--- src/sfp_pkg.sv ---
package sfp_pkg;

  localparam int             ADDR_W           = 20;
  localparam int             PAGE_BYTES       = 256;
  localparam int             SECTORS          = 16;
  localparam int             SECTOR_LSB       = 16;
  localparam int             CLK_PERIOD_NS    = 50;

  localparam logic [7:0]     OP_PROGRAM       = 8'h02;
  localparam logic [7:0]     OP_ERASE_4K      = 8'h20;
  localparam logic [7:0]     OP_ERASE_32K     = 8'h52;
  localparam logic [7:0]     OP_ERASE_64K     = 8'hD8;
  localparam logic [7:0]     OP_CHIP_ERASE_A  = 8'h60;
  localparam logic [7:0]     OP_CHIP_ERASE_B  = 8'hC7;
  localparam logic [7:0]     OP_WRITE_ENABLE  = 8'h06;
  localparam logic [7:0]     OP_WRITE_DISABLE = 8'h04;
  localparam logic [7:0]     OP_NONE          = 8'h00;

  localparam logic [7:0]     ERASED_BYTE      = 8'hFF;
  localparam logic [2:0]     FULL_HEADER      = 3'h4;
  localparam logic [2:0]     LAST_BIT         = 3'h7;
  localparam logic [19:0]    MASK_4K          = 20'h00FFF;
  localparam logic [19:0]    MASK_32K         = 20'h07FFF;
  localparam logic [19:0]    MASK_64K         = 20'h0FFFF;
  localparam logic [19:0]    MASK_CHIP        = 20'hFFFFF;

  // Defaults only; the real times are per-part figures
  localparam int             PAGE_PROGRAM_TIME_NS = 1000000;
  localparam int             BLOCK_ERASE_TIME_NS  = 50000000;
  localparam int             CHIP_ERASE_TIME_NS   = 400000000;

  typedef enum logic [1:0] {
    ER_4K,
    ER_32K,
    ER_64K,
    ER_CHIP
  } sfp_erase_t;

  typedef enum logic [2:0] {
    ST_IDLE,
    ST_PROG,
    ST_WAIT,
    ST_VERIFY,
    ST_CHECK
  } sfp_state_t;

  function automatic logic [19:0] sfp_region_mask(input sfp_erase_t kind);
    case (kind)
      ER_4K:   return MASK_4K;
      ER_32K:  return MASK_32K;
      ER_64K:  return MASK_64K;
      default: return MASK_CHIP;
    endcase
  endfunction

endpackage

--- src/sfp_page_buf.sv ---
`timescale 1ns/1ps
module sfp_page_buf
  import sfp_pkg::*;
#(
  parameter int DEPTH = PAGE_BYTES,
  parameter int WIDTH = 8
) (
  input  wire logic                     clk,
  input  wire logic                     rst_n,
  input  wire logic                     clr,
  input  wire logic                     wr,
  input  wire logic [$clog2(DEPTH)-1:0] wr_idx,
  input  wire logic [WIDTH-1:0]         wr_data,
  input  wire logic [$clog2(DEPTH)-1:0] rd_idx,
  output logic      [WIDTH-1:0]         rd_data,
  output logic                          rd_valid
);

  if (DEPTH < 2 || (DEPTH & (DEPTH - 1)) != 0) begin : g_bad_depth
    $error("sfp_page_buf: DEPTH must be a power of two");
  end

  logic [WIDTH-1:0] mem [DEPTH];
  logic [DEPTH-1:0] valid_r;

  // Later bytes overwrite the same slot, so only the last DEPTH survive
  always_ff @(posedge clk) begin
    if (wr) begin
      mem[wr_idx] <= wr_data;
    end
  end

  always_ff @(posedge clk) begin
    if (!rst_n) begin
      valid_r <= '0;
    end else begin
      if (clr) begin
        valid_r <= '0;
      end
      if (wr) begin
        valid_r[wr_idx] <= 1'b1;
      end
    end
  end

  assign rd_data  = mem[rd_idx];
  assign rd_valid = valid_r[rd_idx];

endmodule

--- src/sfp_sequencer.sv ---
`timescale 1ns/1ps
module sfp_sequencer
  import sfp_pkg::*;
#(
  parameter int PAGE_PROGRAM_NS = PAGE_PROGRAM_TIME_NS,
  parameter int BLOCK_ERASE_NS  = BLOCK_ERASE_TIME_NS,
  parameter int CHIP_ERASE_NS   = CHIP_ERASE_TIME_NS
) (
  input  wire logic                CLOCK,
  input  wire logic                RSTN,
  input  wire logic                CS_N,
  input  wire logic                SCK,
  input  wire logic                SI,
  input  wire logic [SECTORS-1:0]  SECT_PROT,
  input  wire logic [7:0]          ARR_RDATA,
  output logic      [ADDR_W-1:0]   ARR_ADDR,
  output logic      [7:0]          ARR_WDATA,
  output logic                     ARR_WR,
  output logic                     ARR_RD,
  output logic                     ARR_ERASE,
  output sfp_erase_t               ARR_ERASE_KIND,
  output logic                     BUSY,
  output logic                     WRITE_ENABLE_LATCH,
  output logic                     PROGRAM_ERASE_ERROR_FLAG
);

  function automatic logic [31:0] ns_to_cycles(input int ns);
    int c;
    c = ns / CLK_PERIOD_NS;
    if (c < 1) begin
      c = 1;
    end
    return 32'(c);
  endfunction

  localparam logic [31:0] PAGE_PROGRAM_CYC = ns_to_cycles(PAGE_PROGRAM_NS);
  localparam logic [31:0] BLOCK_ERASE_CYC  = ns_to_cycles(BLOCK_ERASE_NS);
  localparam logic [31:0] CHIP_ERASE_CYC   = ns_to_cycles(CHIP_ERASE_NS);

  if (PAGE_PROGRAM_NS < 1 || BLOCK_ERASE_NS < 1 || CHIP_ERASE_NS < 1) begin : g_bad_time
    $error("sfp_sequencer: operation times must be positive");
  end

  // Serial front end
  logic              sck_prev_r;
  logic              cs_n_prev_r;
  logic              frame_live_r;
  logic [2:0]        bit_cnt_r;
  logic [6:0]        shift_r;
  logic [2:0]        byte_cnt_r;
  logic [7:0]        opcode_r;
  logic [ADDR_W-1:0] addr_r;
  logic [7:0]        data_idx_r;
  logic              have_data_r;

  // Operation engine
  sfp_state_t        state_r;
  logic [ADDR_W-1:0] cur_r;
  logic [ADDR_W-1:0] last_r;
  logic              is_erase_r;
  logic [31:0]       timer_r;

  logic              sck_rise;
  logic              frame_start;
  logic              frame_end;
  logic              idle;
  logic              byte_done;
  logic [7:0]        rx_byte;
  logic              aligned;
  logic              addr_done;
  logic              prot_sel;
  logic              buf_wr;
  logic [7:0]        buf_wr_idx;
  logic [7:0]        buf_rd_data;
  logic              buf_rd_valid;
  logic [7:0]        expected;

  logic              start_prog;
  logic              start_erase;
  logic              wel_set;
  logic              wel_clr;
  sfp_erase_t        erase_kind_nxt;

  assign idle        = (state_r == ST_IDLE);
  assign sck_rise    = SCK & ~sck_prev_r & ~CS_N;
  assign frame_start = cs_n_prev_r & ~CS_N;
  assign frame_end   = ~cs_n_prev_r & CS_N;
  assign byte_done   = sck_rise & frame_live_r & (bit_cnt_r == LAST_BIT);
  assign rx_byte     = {shift_r, SI};
  assign aligned     = (bit_cnt_r == 3'h0);
  assign addr_done   = (byte_cnt_r == FULL_HEADER);
  assign prot_sel    = SECT_PROT[addr_r[ADDR_W-1:SECTOR_LSB]];
  assign buf_wr      = byte_done & addr_done & (opcode_r == OP_PROGRAM);
  assign buf_wr_idx  = addr_r[7:0] + data_idx_r;
  assign expected    = is_erase_r ? ERASED_BYTE : buf_rd_data;

  always_ff @(posedge CLOCK) begin
    if (!RSTN) begin
      sck_prev_r  <= 1'b0;
      cs_n_prev_r <= 1'b1;
    end else begin
      sck_prev_r  <= SCK;
      cs_n_prev_r <= CS_N;
    end
  end

  // Frames that open while an operation runs are ignored whole
  always_ff @(posedge CLOCK) begin
    if (!RSTN) begin
      frame_live_r <= 1'b0;
    end else if (frame_start) begin
      frame_live_r <= idle;
    end else if (frame_end) begin
      frame_live_r <= 1'b0;
    end
  end

  always_ff @(posedge CLOCK) begin
    if (!RSTN) begin
      bit_cnt_r   <= 3'h0;
      shift_r     <= 7'h00;
      byte_cnt_r  <= 3'h0;
      opcode_r    <= OP_NONE;
      addr_r      <= '0;
      data_idx_r  <= 8'h00;
      have_data_r <= 1'b0;
    end else if (frame_start) begin
      bit_cnt_r   <= 3'h0;
      byte_cnt_r  <= 3'h0;
      opcode_r    <= OP_NONE;
      data_idx_r  <= 8'h00;
      have_data_r <= 1'b0;
    end else if (sck_rise && frame_live_r) begin
      bit_cnt_r <= bit_cnt_r + 3'h1;
      shift_r   <= {shift_r[5:0], SI};
      if (bit_cnt_r == LAST_BIT) begin
        if (!addr_done) begin
          byte_cnt_r <= byte_cnt_r + 3'h1;
        end
        if (byte_cnt_r == 3'h0) begin
          opcode_r <= rx_byte;
        end else if (!addr_done) begin
          addr_r <= {addr_r[ADDR_W-9:0], rx_byte};
        end else if (opcode_r == OP_PROGRAM) begin
          data_idx_r  <= data_idx_r + 8'h01;
          have_data_r <= 1'b1;
        end
      end
    end
  end

  // Decide what a closed frame asks for
  always_comb begin
    start_prog     = 1'b0;
    start_erase    = 1'b0;
    wel_set        = 1'b0;
    wel_clr        = 1'b0;
    erase_kind_nxt = ER_4K;
    if (frame_end && frame_live_r) begin
      case (opcode_r)
        OP_WRITE_ENABLE: begin
          wel_set = aligned;
        end
        OP_WRITE_DISABLE: begin
          wel_clr = aligned;
        end
        OP_PROGRAM: begin
          if (WRITE_ENABLE_LATCH) begin
            if (addr_done && have_data_r && aligned && !prot_sel) begin
              start_prog = 1'b1;
            end else begin
              wel_clr = 1'b1;
            end
          end
        end
        OP_ERASE_4K, OP_ERASE_32K, OP_ERASE_64K: begin
          if (opcode_r == OP_ERASE_32K) begin
            erase_kind_nxt = ER_32K;
          end else if (opcode_r == OP_ERASE_64K) begin
            erase_kind_nxt = ER_64K;
          end
          if (WRITE_ENABLE_LATCH) begin
            if (addr_done && aligned && !prot_sel) begin
              start_erase = 1'b1;
            end else if (!addr_done || prot_sel) begin
              wel_clr = 1'b1;
            end
          end
        end
        OP_CHIP_ERASE_A, OP_CHIP_ERASE_B: begin
          erase_kind_nxt = ER_CHIP;
          if (WRITE_ENABLE_LATCH && aligned) begin
            if (|SECT_PROT) begin
              wel_clr = 1'b1;
            end else begin
              start_erase = 1'b1;
            end
          end
        end
        default: begin
        end
      endcase
    end
  end

  always_ff @(posedge CLOCK) begin
    if (!RSTN) begin
      WRITE_ENABLE_LATCH <= 1'b0;
    end else if (wel_set) begin
      WRITE_ENABLE_LATCH <= 1'b1;
    end else if (wel_clr || start_prog || start_erase) begin
      WRITE_ENABLE_LATCH <= 1'b0;
    end
  end

  sfp_page_buf #(
    .DEPTH (PAGE_BYTES),
    .WIDTH (8)
  ) u_buf (
    .clk      (CLOCK),
    .rst_n    (RSTN),
    .clr      (frame_start & idle),
    .wr       (buf_wr),
    .wr_idx   (buf_wr_idx),
    .wr_data  (rx_byte),
    .rd_idx   (cur_r[7:0]),
    .rd_data  (buf_rd_data),
    .rd_valid (buf_rd_valid)
  );

  // Write pass for a program only, timed wait, then read-back pass over the touched bytes
  always_ff @(posedge CLOCK) begin
    if (!RSTN) begin
      state_r                  <= ST_IDLE;
      cur_r                    <= '0;
      last_r                   <= '0;
      is_erase_r               <= 1'b0;
      timer_r                  <= 32'h0000_0000;
      BUSY                     <= 1'b0;
      PROGRAM_ERASE_ERROR_FLAG <= 1'b0;
      ARR_ADDR                 <= '0;
      ARR_WDATA                <= 8'h00;
      ARR_WR                   <= 1'b0;
      ARR_RD                   <= 1'b0;
      ARR_ERASE                <= 1'b0;
      ARR_ERASE_KIND           <= ER_4K;
    end else begin
      ARR_WR    <= 1'b0;
      ARR_RD    <= 1'b0;
      ARR_ERASE <= 1'b0;
      case (state_r)
        ST_IDLE: begin
          if (start_prog) begin
            cur_r                    <= {addr_r[ADDR_W-1:8], 8'h00};
            last_r                   <= {addr_r[ADDR_W-1:8], 8'hFF};
            is_erase_r               <= 1'b0;
            BUSY                     <= 1'b1;
            PROGRAM_ERASE_ERROR_FLAG <= 1'b0;
            state_r                  <= ST_PROG;
          end else if (start_erase) begin
            cur_r                    <= addr_r & ~sfp_region_mask(erase_kind_nxt);
            last_r                   <= addr_r | sfp_region_mask(erase_kind_nxt);
            is_erase_r               <= 1'b1;
            timer_r                  <= (erase_kind_nxt == ER_CHIP) ? CHIP_ERASE_CYC
                                                                     : BLOCK_ERASE_CYC;
            ARR_ERASE                <= 1'b1;
            ARR_ERASE_KIND           <= erase_kind_nxt;
            ARR_ADDR                 <= addr_r & ~sfp_region_mask(erase_kind_nxt);
            BUSY                     <= 1'b1;
            PROGRAM_ERASE_ERROR_FLAG <= 1'b0;
            state_r                  <= ST_WAIT;
          end
        end
        ST_PROG: begin
          if (buf_rd_valid) begin
            ARR_WR    <= 1'b1;
            ARR_ADDR  <= cur_r;
            ARR_WDATA <= buf_rd_data;
          end
          if (cur_r == last_r) begin
            cur_r   <= {cur_r[ADDR_W-1:8], 8'h00};
            timer_r <= PAGE_PROGRAM_CYC;
            state_r <= ST_WAIT;
          end else begin
            cur_r <= cur_r + 20'h00001;
          end
        end
        ST_WAIT: begin
          timer_r <= timer_r - 32'h0000_0001;
          if (timer_r == 32'h0000_0001) begin
            state_r <= ST_VERIFY;
          end
        end
        ST_VERIFY: begin
          if (is_erase_r || buf_rd_valid) begin
            ARR_RD   <= 1'b1;
            ARR_ADDR <= cur_r;
            state_r  <= ST_CHECK;
          end else if (cur_r == last_r) begin
            BUSY    <= 1'b0;
            state_r <= ST_IDLE;
          end else begin
            cur_r <= cur_r + 20'h00001;
          end
        end
        ST_CHECK: begin
          if (ARR_RDATA != expected) begin
            PROGRAM_ERASE_ERROR_FLAG <= 1'b1;
          end
          if (cur_r == last_r) begin
            BUSY    <= 1'b0;
            state_r <= ST_IDLE;
          end else begin
            cur_r   <= cur_r + 20'h00001;
            state_r <= ST_VERIFY;
          end
        end
        default: begin
          BUSY    <= 1'b0;
          state_r <= ST_IDLE;
        end
      endcase
    end
  end

endmodule

--- config.mk ---
export PLATFORM = sky130hd
export DESIGN_NAME = sfp_sequencer
export DESIGN_NICKNAME = d
export VERILOG_FILES = /design/src/sfp_pkg.sv /design/src/sfp_page_buf.sv /design/src/sfp_sequencer.sv
export SDC_FILE = /design/constraint.sdc
export NUM_CORES = 2
export LEC_CHECK = 0
export BUFFER_PORTS_ARGS = -buffer_cell sky130_fd_sc_hd__buf_2
export CAP_MARGIN = 40
export CORE_MARGIN = 2
export CORE_UTILIZATION = 30
export CTS_CLUSTER_DIAMETER = 50
export DETAILED_ROUTE_END_ITERATION = 6
export GPL_TIMING_DRIVEN = 0
export MAX_ROUTING_LAYER = met4
export PLACE_DENSITY = 0.49
export SYNTH_ARGS = -nofsm -noshare
export SYNTH_HDL_FRONTEND = slang
export SYNTH_HIERARCHICAL = 1
export SYNTH_SLANG_ARGS = --single-unit
--- constraint.sdc ---
create_clock -name CLOCK -period 4.04 [get_ports CLOCK]
set_input_delay 0.404 -clock CLOCK [delete_from_list [all_inputs] [get_ports CLOCK]]
set_output_delay 0.404 -clock CLOCK [all_outputs]
set_load 0.03 [all_outputs]
; ---- After elaboration in Yosys (flattened, before gate mapping)
; Memories as Yosys holds them, arrays and structs flattened. A register that Yosys moved wholly into a read port is not among the register bits.
; Index checks and enable logic that the tools add are counted.
[totals]
ff_bits = 421
latchBits = 0
ramBits = 2048
mem_bits_ro = 0
inputBits = 29
output_inout_bits = 36
memories = 1
[mem_list]
columns = name, depth, word_bits, read_ports, rd_clocked_by_memory_dff, write_ports, line_no
row1 = u_buf.mem, 256, 8, 1, 1, 1, sfp_page_buf.sv:23  ; logic [WIDTH-1:0] mem [DEPTH];
[op_classes]
addsub = 6
n_mul = 0
n_div = 0
order_cmp = 4
eq_ne = 31
n_shift = 0
mux = 86
bitwise = 23
reduce_logical = 49
[op_table]
columns = operator, n
row1 = $mux 256, 3
row2 = $mux 20, 14
row3 = $or 256x256->256, 1
row4 = $pmux 20 s3, 2
row5 = $mux 32, 3
row6 = $pmux 32 s3, 1
row7 = $pmux 20 s4, 1
row8 = $mux 1, 39
row9 = $eq 32x1->1 const B, 1
row10 = $sub 32x1->32 const B, 1
row11 = $mux 8, 3
row12 = $mux 23, 1
row13 = $add 20x1->20 const B, 1
row14 = $and 20x20->20, 1
row15 = $eq 20x20->1, 1
row16 = $not 20->20, 1
row17 = $or 20x20->20, 1
row18 = $lt 8x9->1 const B, 2
row19 = $mux 3, 6
row20 = $reduce_and 3->1, 6
row21 = $eq 8x3->1 const B, 2
row22 = $eq 8x7->1 const B, 2
row23 = $eq 8x8->1 const B, 2
row24 = $ne 2x2->1 const B, 8
row25 = other kinds (40), 96

; ---- Logic depth before layout (Yosys ltp)
[depth]
depth_word = 19
ltp_mapped = 20
depth_no_buf = 13

; ---- By module
; The synthesis kept the hierarchy.
[modules_own_cells]
columns = mod, instances, cells_each, area_each_um2, seq_area_each_um2
row1 = sfp_page_buf, 1, 4787, 90465.5, 66623.9
row2 = sfp_sequencer, 1, 999, 8010.2, 3163.0

; ---- Worst setup path after synthesis
; Ideal clock, no wire load.
[synth_timing]
path_type = reg2reg
start = register shift_r[0]
end = memory u_buf.mem[0][1] (data pin)
setup_time_ns = 0.865
arrival_ns = 3.442
path_slack_ns = -0.267
path_stages_with_launch = 1
path_buffers = 0
synth_period_minus_slack_ns = 4.307
path_cell_list = dfxtp_1
[synth_rtl]
columns = item, line_no
row1 = from (decl), sfp_sequencer.sv:49  ; logic [6:0] shift_r;
row2 = from (signal assigned), sfp_sequencer.sv:135  ; shift_r <= {shift_r[5:0], SI};
row3 = to (decl), sfp_page_buf.sv:23
; Straight into the memory's write port.

==> results.sh <==
export IMPL_fin_crit_sh_pct=116.6
export IMPL_postLayoutCoreUtil_pct=38.66
export IMPL_numPortBuffers=63
export IMPL_end_kind="flop"
export IMPL_syn_inst=5786
export IMPL_grt_overflow_total=0
export IMPL_fillers=30180
export IMPL_root_buffer="clkbuf_16"
export IMPL_ys_flop_type="edfxtp_1"
export IMPL_clk_pin_slew_ps=60
export IMPL_layoutNonFillerInstCount=11470
export IMPL_tritoncts="yes"
export IMPL_leakage_uw=0.04064
export IMPL_crit_fanout=10
export IMPL_violations="DRC, setup timing"
export IMPL_grt_pass1_vias=61460
export IMPL_clk_latency_ps=910
export IMPL_cts_buffers=316
export IMPL_seq_area_frac_synth_pct=70.87
export IMPL_core_um2=326900
export IMPL_required_ps=4770
export IMPL_dieWidth_um=576.9
export IMPL_routed_wl_um=448100
export IMPL_ys_warn_count=6
export IMPL_post_drt_wl_per_cell_um=39.08
export IMPL_ir_drop_uv=346.8
export IMPL_arrival_ps=5440
export IMPL_grt_max_degree=113
export IMPL_ctsHtreeMaxLevel=5
export IMPL_min_path_type="input pin to flop"
export IMPL_powerDensity_nw_per_um2=462.9
export IMPL_cp_start_kind="flop"
export IMPL_grt_pass1_wl_um=581300
export IMPL_num_vias=65730
export IMPL_final_cell_mix="edfxtp_1 (2048), mux4_2 (516), buf_4 (434)"
export IMPL_ant_nets=0
export IMPL_status="complete, but fails checks"
export IMPL_rsz0062_at_grt="true"
export IMPL_dieArea_um2=332900
export IMPL_first_pass_iters=7
export IMPL_postSynth_asyncResetShare_pct=0
export IMPL_post_route_min_period_ps=4712
export IMPL_die_h_um=576.9
export IMPL_io_pin_count=65
export IMPL_grtUsageTotal_pct=27.14
export IMPL_syn_to_final_growth_pct=28.31
export IMPL_syn_area_um2=98480
export IMPL_final_nets=6875
export IMPL_slew_viol_final=0
export IMPL_cap_violations=0
export IMPL_finClkSkew_ps=60.15
export IMPL_place_area_um2=109000
export IMPL_drc=1
export IMPL_drive_gt1_share_pct=32.90
export IMPL_start_util_pct=30.13
export IMPL_placement_rows=210
export IMPL_setup_viol=569
export IMPL_synth_cell_types=78
export IMPL_worstMarginPinSlew_ps=999.9
export IMPL_hold_viol_final=0
export IMPL_viasPerCell=5.733
export IMPL_cts_path_max_buffers=4
export IMPL_worstSetupPathType="flop to flop"
export IMPL_clock_sinks=2462
export IMPL_hpwl_um=311500
export IMPL_antenna_found_initial=33
export IMPL_fin_ws_ps=-671.9
export IMPL_mostFrequentLayoutCell="edfxtp_1"
export IMPL_slew_headroom_pct=33.10
export IMPL_synth_area_per_cell_um2=17.02
export IMPL_synth_edff_count=2048
export IMPL_dp_cells=10600
export IMPL_fin_setup_tns_ps=-69070
export IMPL_postLayoutCellArea_um2=126400
export IMPL_worst_r2r_setup_slack_ps=-670
export IMPL_synthesis_nets=5834
export IMPL_gp_congestion=1.035
export IMPL_synth_seq_cells=2462
export IMPL_drtIter0Drc=11020
export IMPL_fmax_ghz=0.2122
export IMPL_hold_slack_ps=152.2
-- worst paths after layout --
check                            startpoint                               endpoint  depth (start not counted)
setup / recovery      cur_r[1]$_SDFFE_PN0P_  PROGRAM_ERASE_ERROR_FLAG$_SDFFE_PN0P_                         17
hold / removal                         RSTN          u_buf/valid_r[208]$_SDFF_PN0_                          3
setup reg to reg      cur_r[1]$_SDFFE_PN0P_  PROGRAM_ERASE_ERROR_FLAG$_SDFFE_PN0P_                         17
hold reg to reg   ARR_WDATA[1]$_SDFFE_PN0P_              ARR_WDATA[1]$_SDFFE_PN0P_                          2
-- area by class of cell --
cell class	instances	area (um2)	share of cell area, %
Clock buffer	388	8543	6.761
Clock inverter	189	1817	1.438
Multi-Input combinational cell	2937	28760	22.76
Inverter	26	107.6	0.08516
Sequential cell	2462	69830	55.27
Antenna cell	33	82.58	0.06536
Tap cell	4346	5438	4.304
Buffer	356	3945	3.122
Timing Repair Buffer	728	7826	6.194
-- power breakdown --
| group | switching (uW) | internal (uW) | total (uW) |
|---|---|---|---|
| sequential | 190 | 27300 | 27500 |
| clock | 11700 | 16400 | 28100 |
| combinational | 1920 | 1010 | 2930 |
| total | 13800 | 44700 | 58500 |
-- state kept, by name (all words and copies together) (netlist names), 8 cells and up --
signal	flops
data_idx_r	8
ARR_ADDR	20
opcode_r	8
ARR_WDATA	8
last_r	13
addr_r	20
timer_r	32
u_buf/valid_r	256
u_buf/mem	2048
cur_r	20
-- synthesized netlist by cell type (26+ instances only) --
cell type	count	area [um2]
a221oi_1	26	227.7
mux4_2	516	11620
a22oi_1	86	645.6
mux2i_1	208	2082
o21ai_0	75	375.4
nand3_1	63	315.3
nor2_1	401	1505
buf_2	67	335.3
buf_4	33	247.7
buf_6	39	439.2
nor4_1	40	250.2
xor2_1	26	227.7
o221ai_1	29	254.0
edfxtp_1	2048	61500
a21oi_1	178	890.9
dfxtp_1	414	8288
o21a_1	259	1944
nor2b_1	282	1764
nor3_1	52	260.3
clkbuf_1	205	769.5
nand2_1	269	1010
a211oi_1	29	217.7
o22ai_1	42	262.8
-- critical path, stage by stage, from the launching register on --
cell and delay (ps):
dfxtp_4 420, buf_12 170, buf_12 270, buf_2 330, buf_12 250, mux4_2 210
nand2_1 180, nand3_1 210, nand2_1 80, o41ai_2 640, and4_4 480, buf_4 150
a21o_1 100, a22o_1 120, a21oi_1 70, or4_4 540, a31oi_1 180, nor3_1 60
-- repair_timing --
action / in CTS / in global routing
resized for setup: 846 / 186
hold buffers: 4 / 0
endpoints found under the setup margin: 1882 / 1617
hold endpoints to repair: 21 / 0
pin swaps: 49 / 57
buffers inserted: 183 / 77
cloned: 5 / 0
-- through the flow --
stage / setup slack, ps / power (uW)
6_report: -671.9 / 58490
4_1_cts: -566.0 / 58570
3_3_place_gp: -5408 / 30440
3_5_place_dp: -3197 / 30520
5_1_grt: -604.4 / 59870
2_1_floorplan: -248.7 / 29480
-- cell families after synthesis --
family,Yosys count,share of synthesized area [%]
AOI/OAI and AO/OA,882,6.193
xor gates and xnor gates,50,0.4447
adders and majority gates,19,0.2490
buffers and inverters,387,2.000
DFF,2462,70.87
muxes,739,14.09
and+or+nand+nor,1247,6.160
-- per-layer routing --
metal,global-route usage (%),vias up,part of all wire [%]
li1,-,25190,-
met1,34.62,35170,38
met2,39.11,4471,44
met3,8.329,897,12
met4,13.30,0,5.6
met5,-,-,0
No activity file was read; power rests on OpenSTA's default activity.
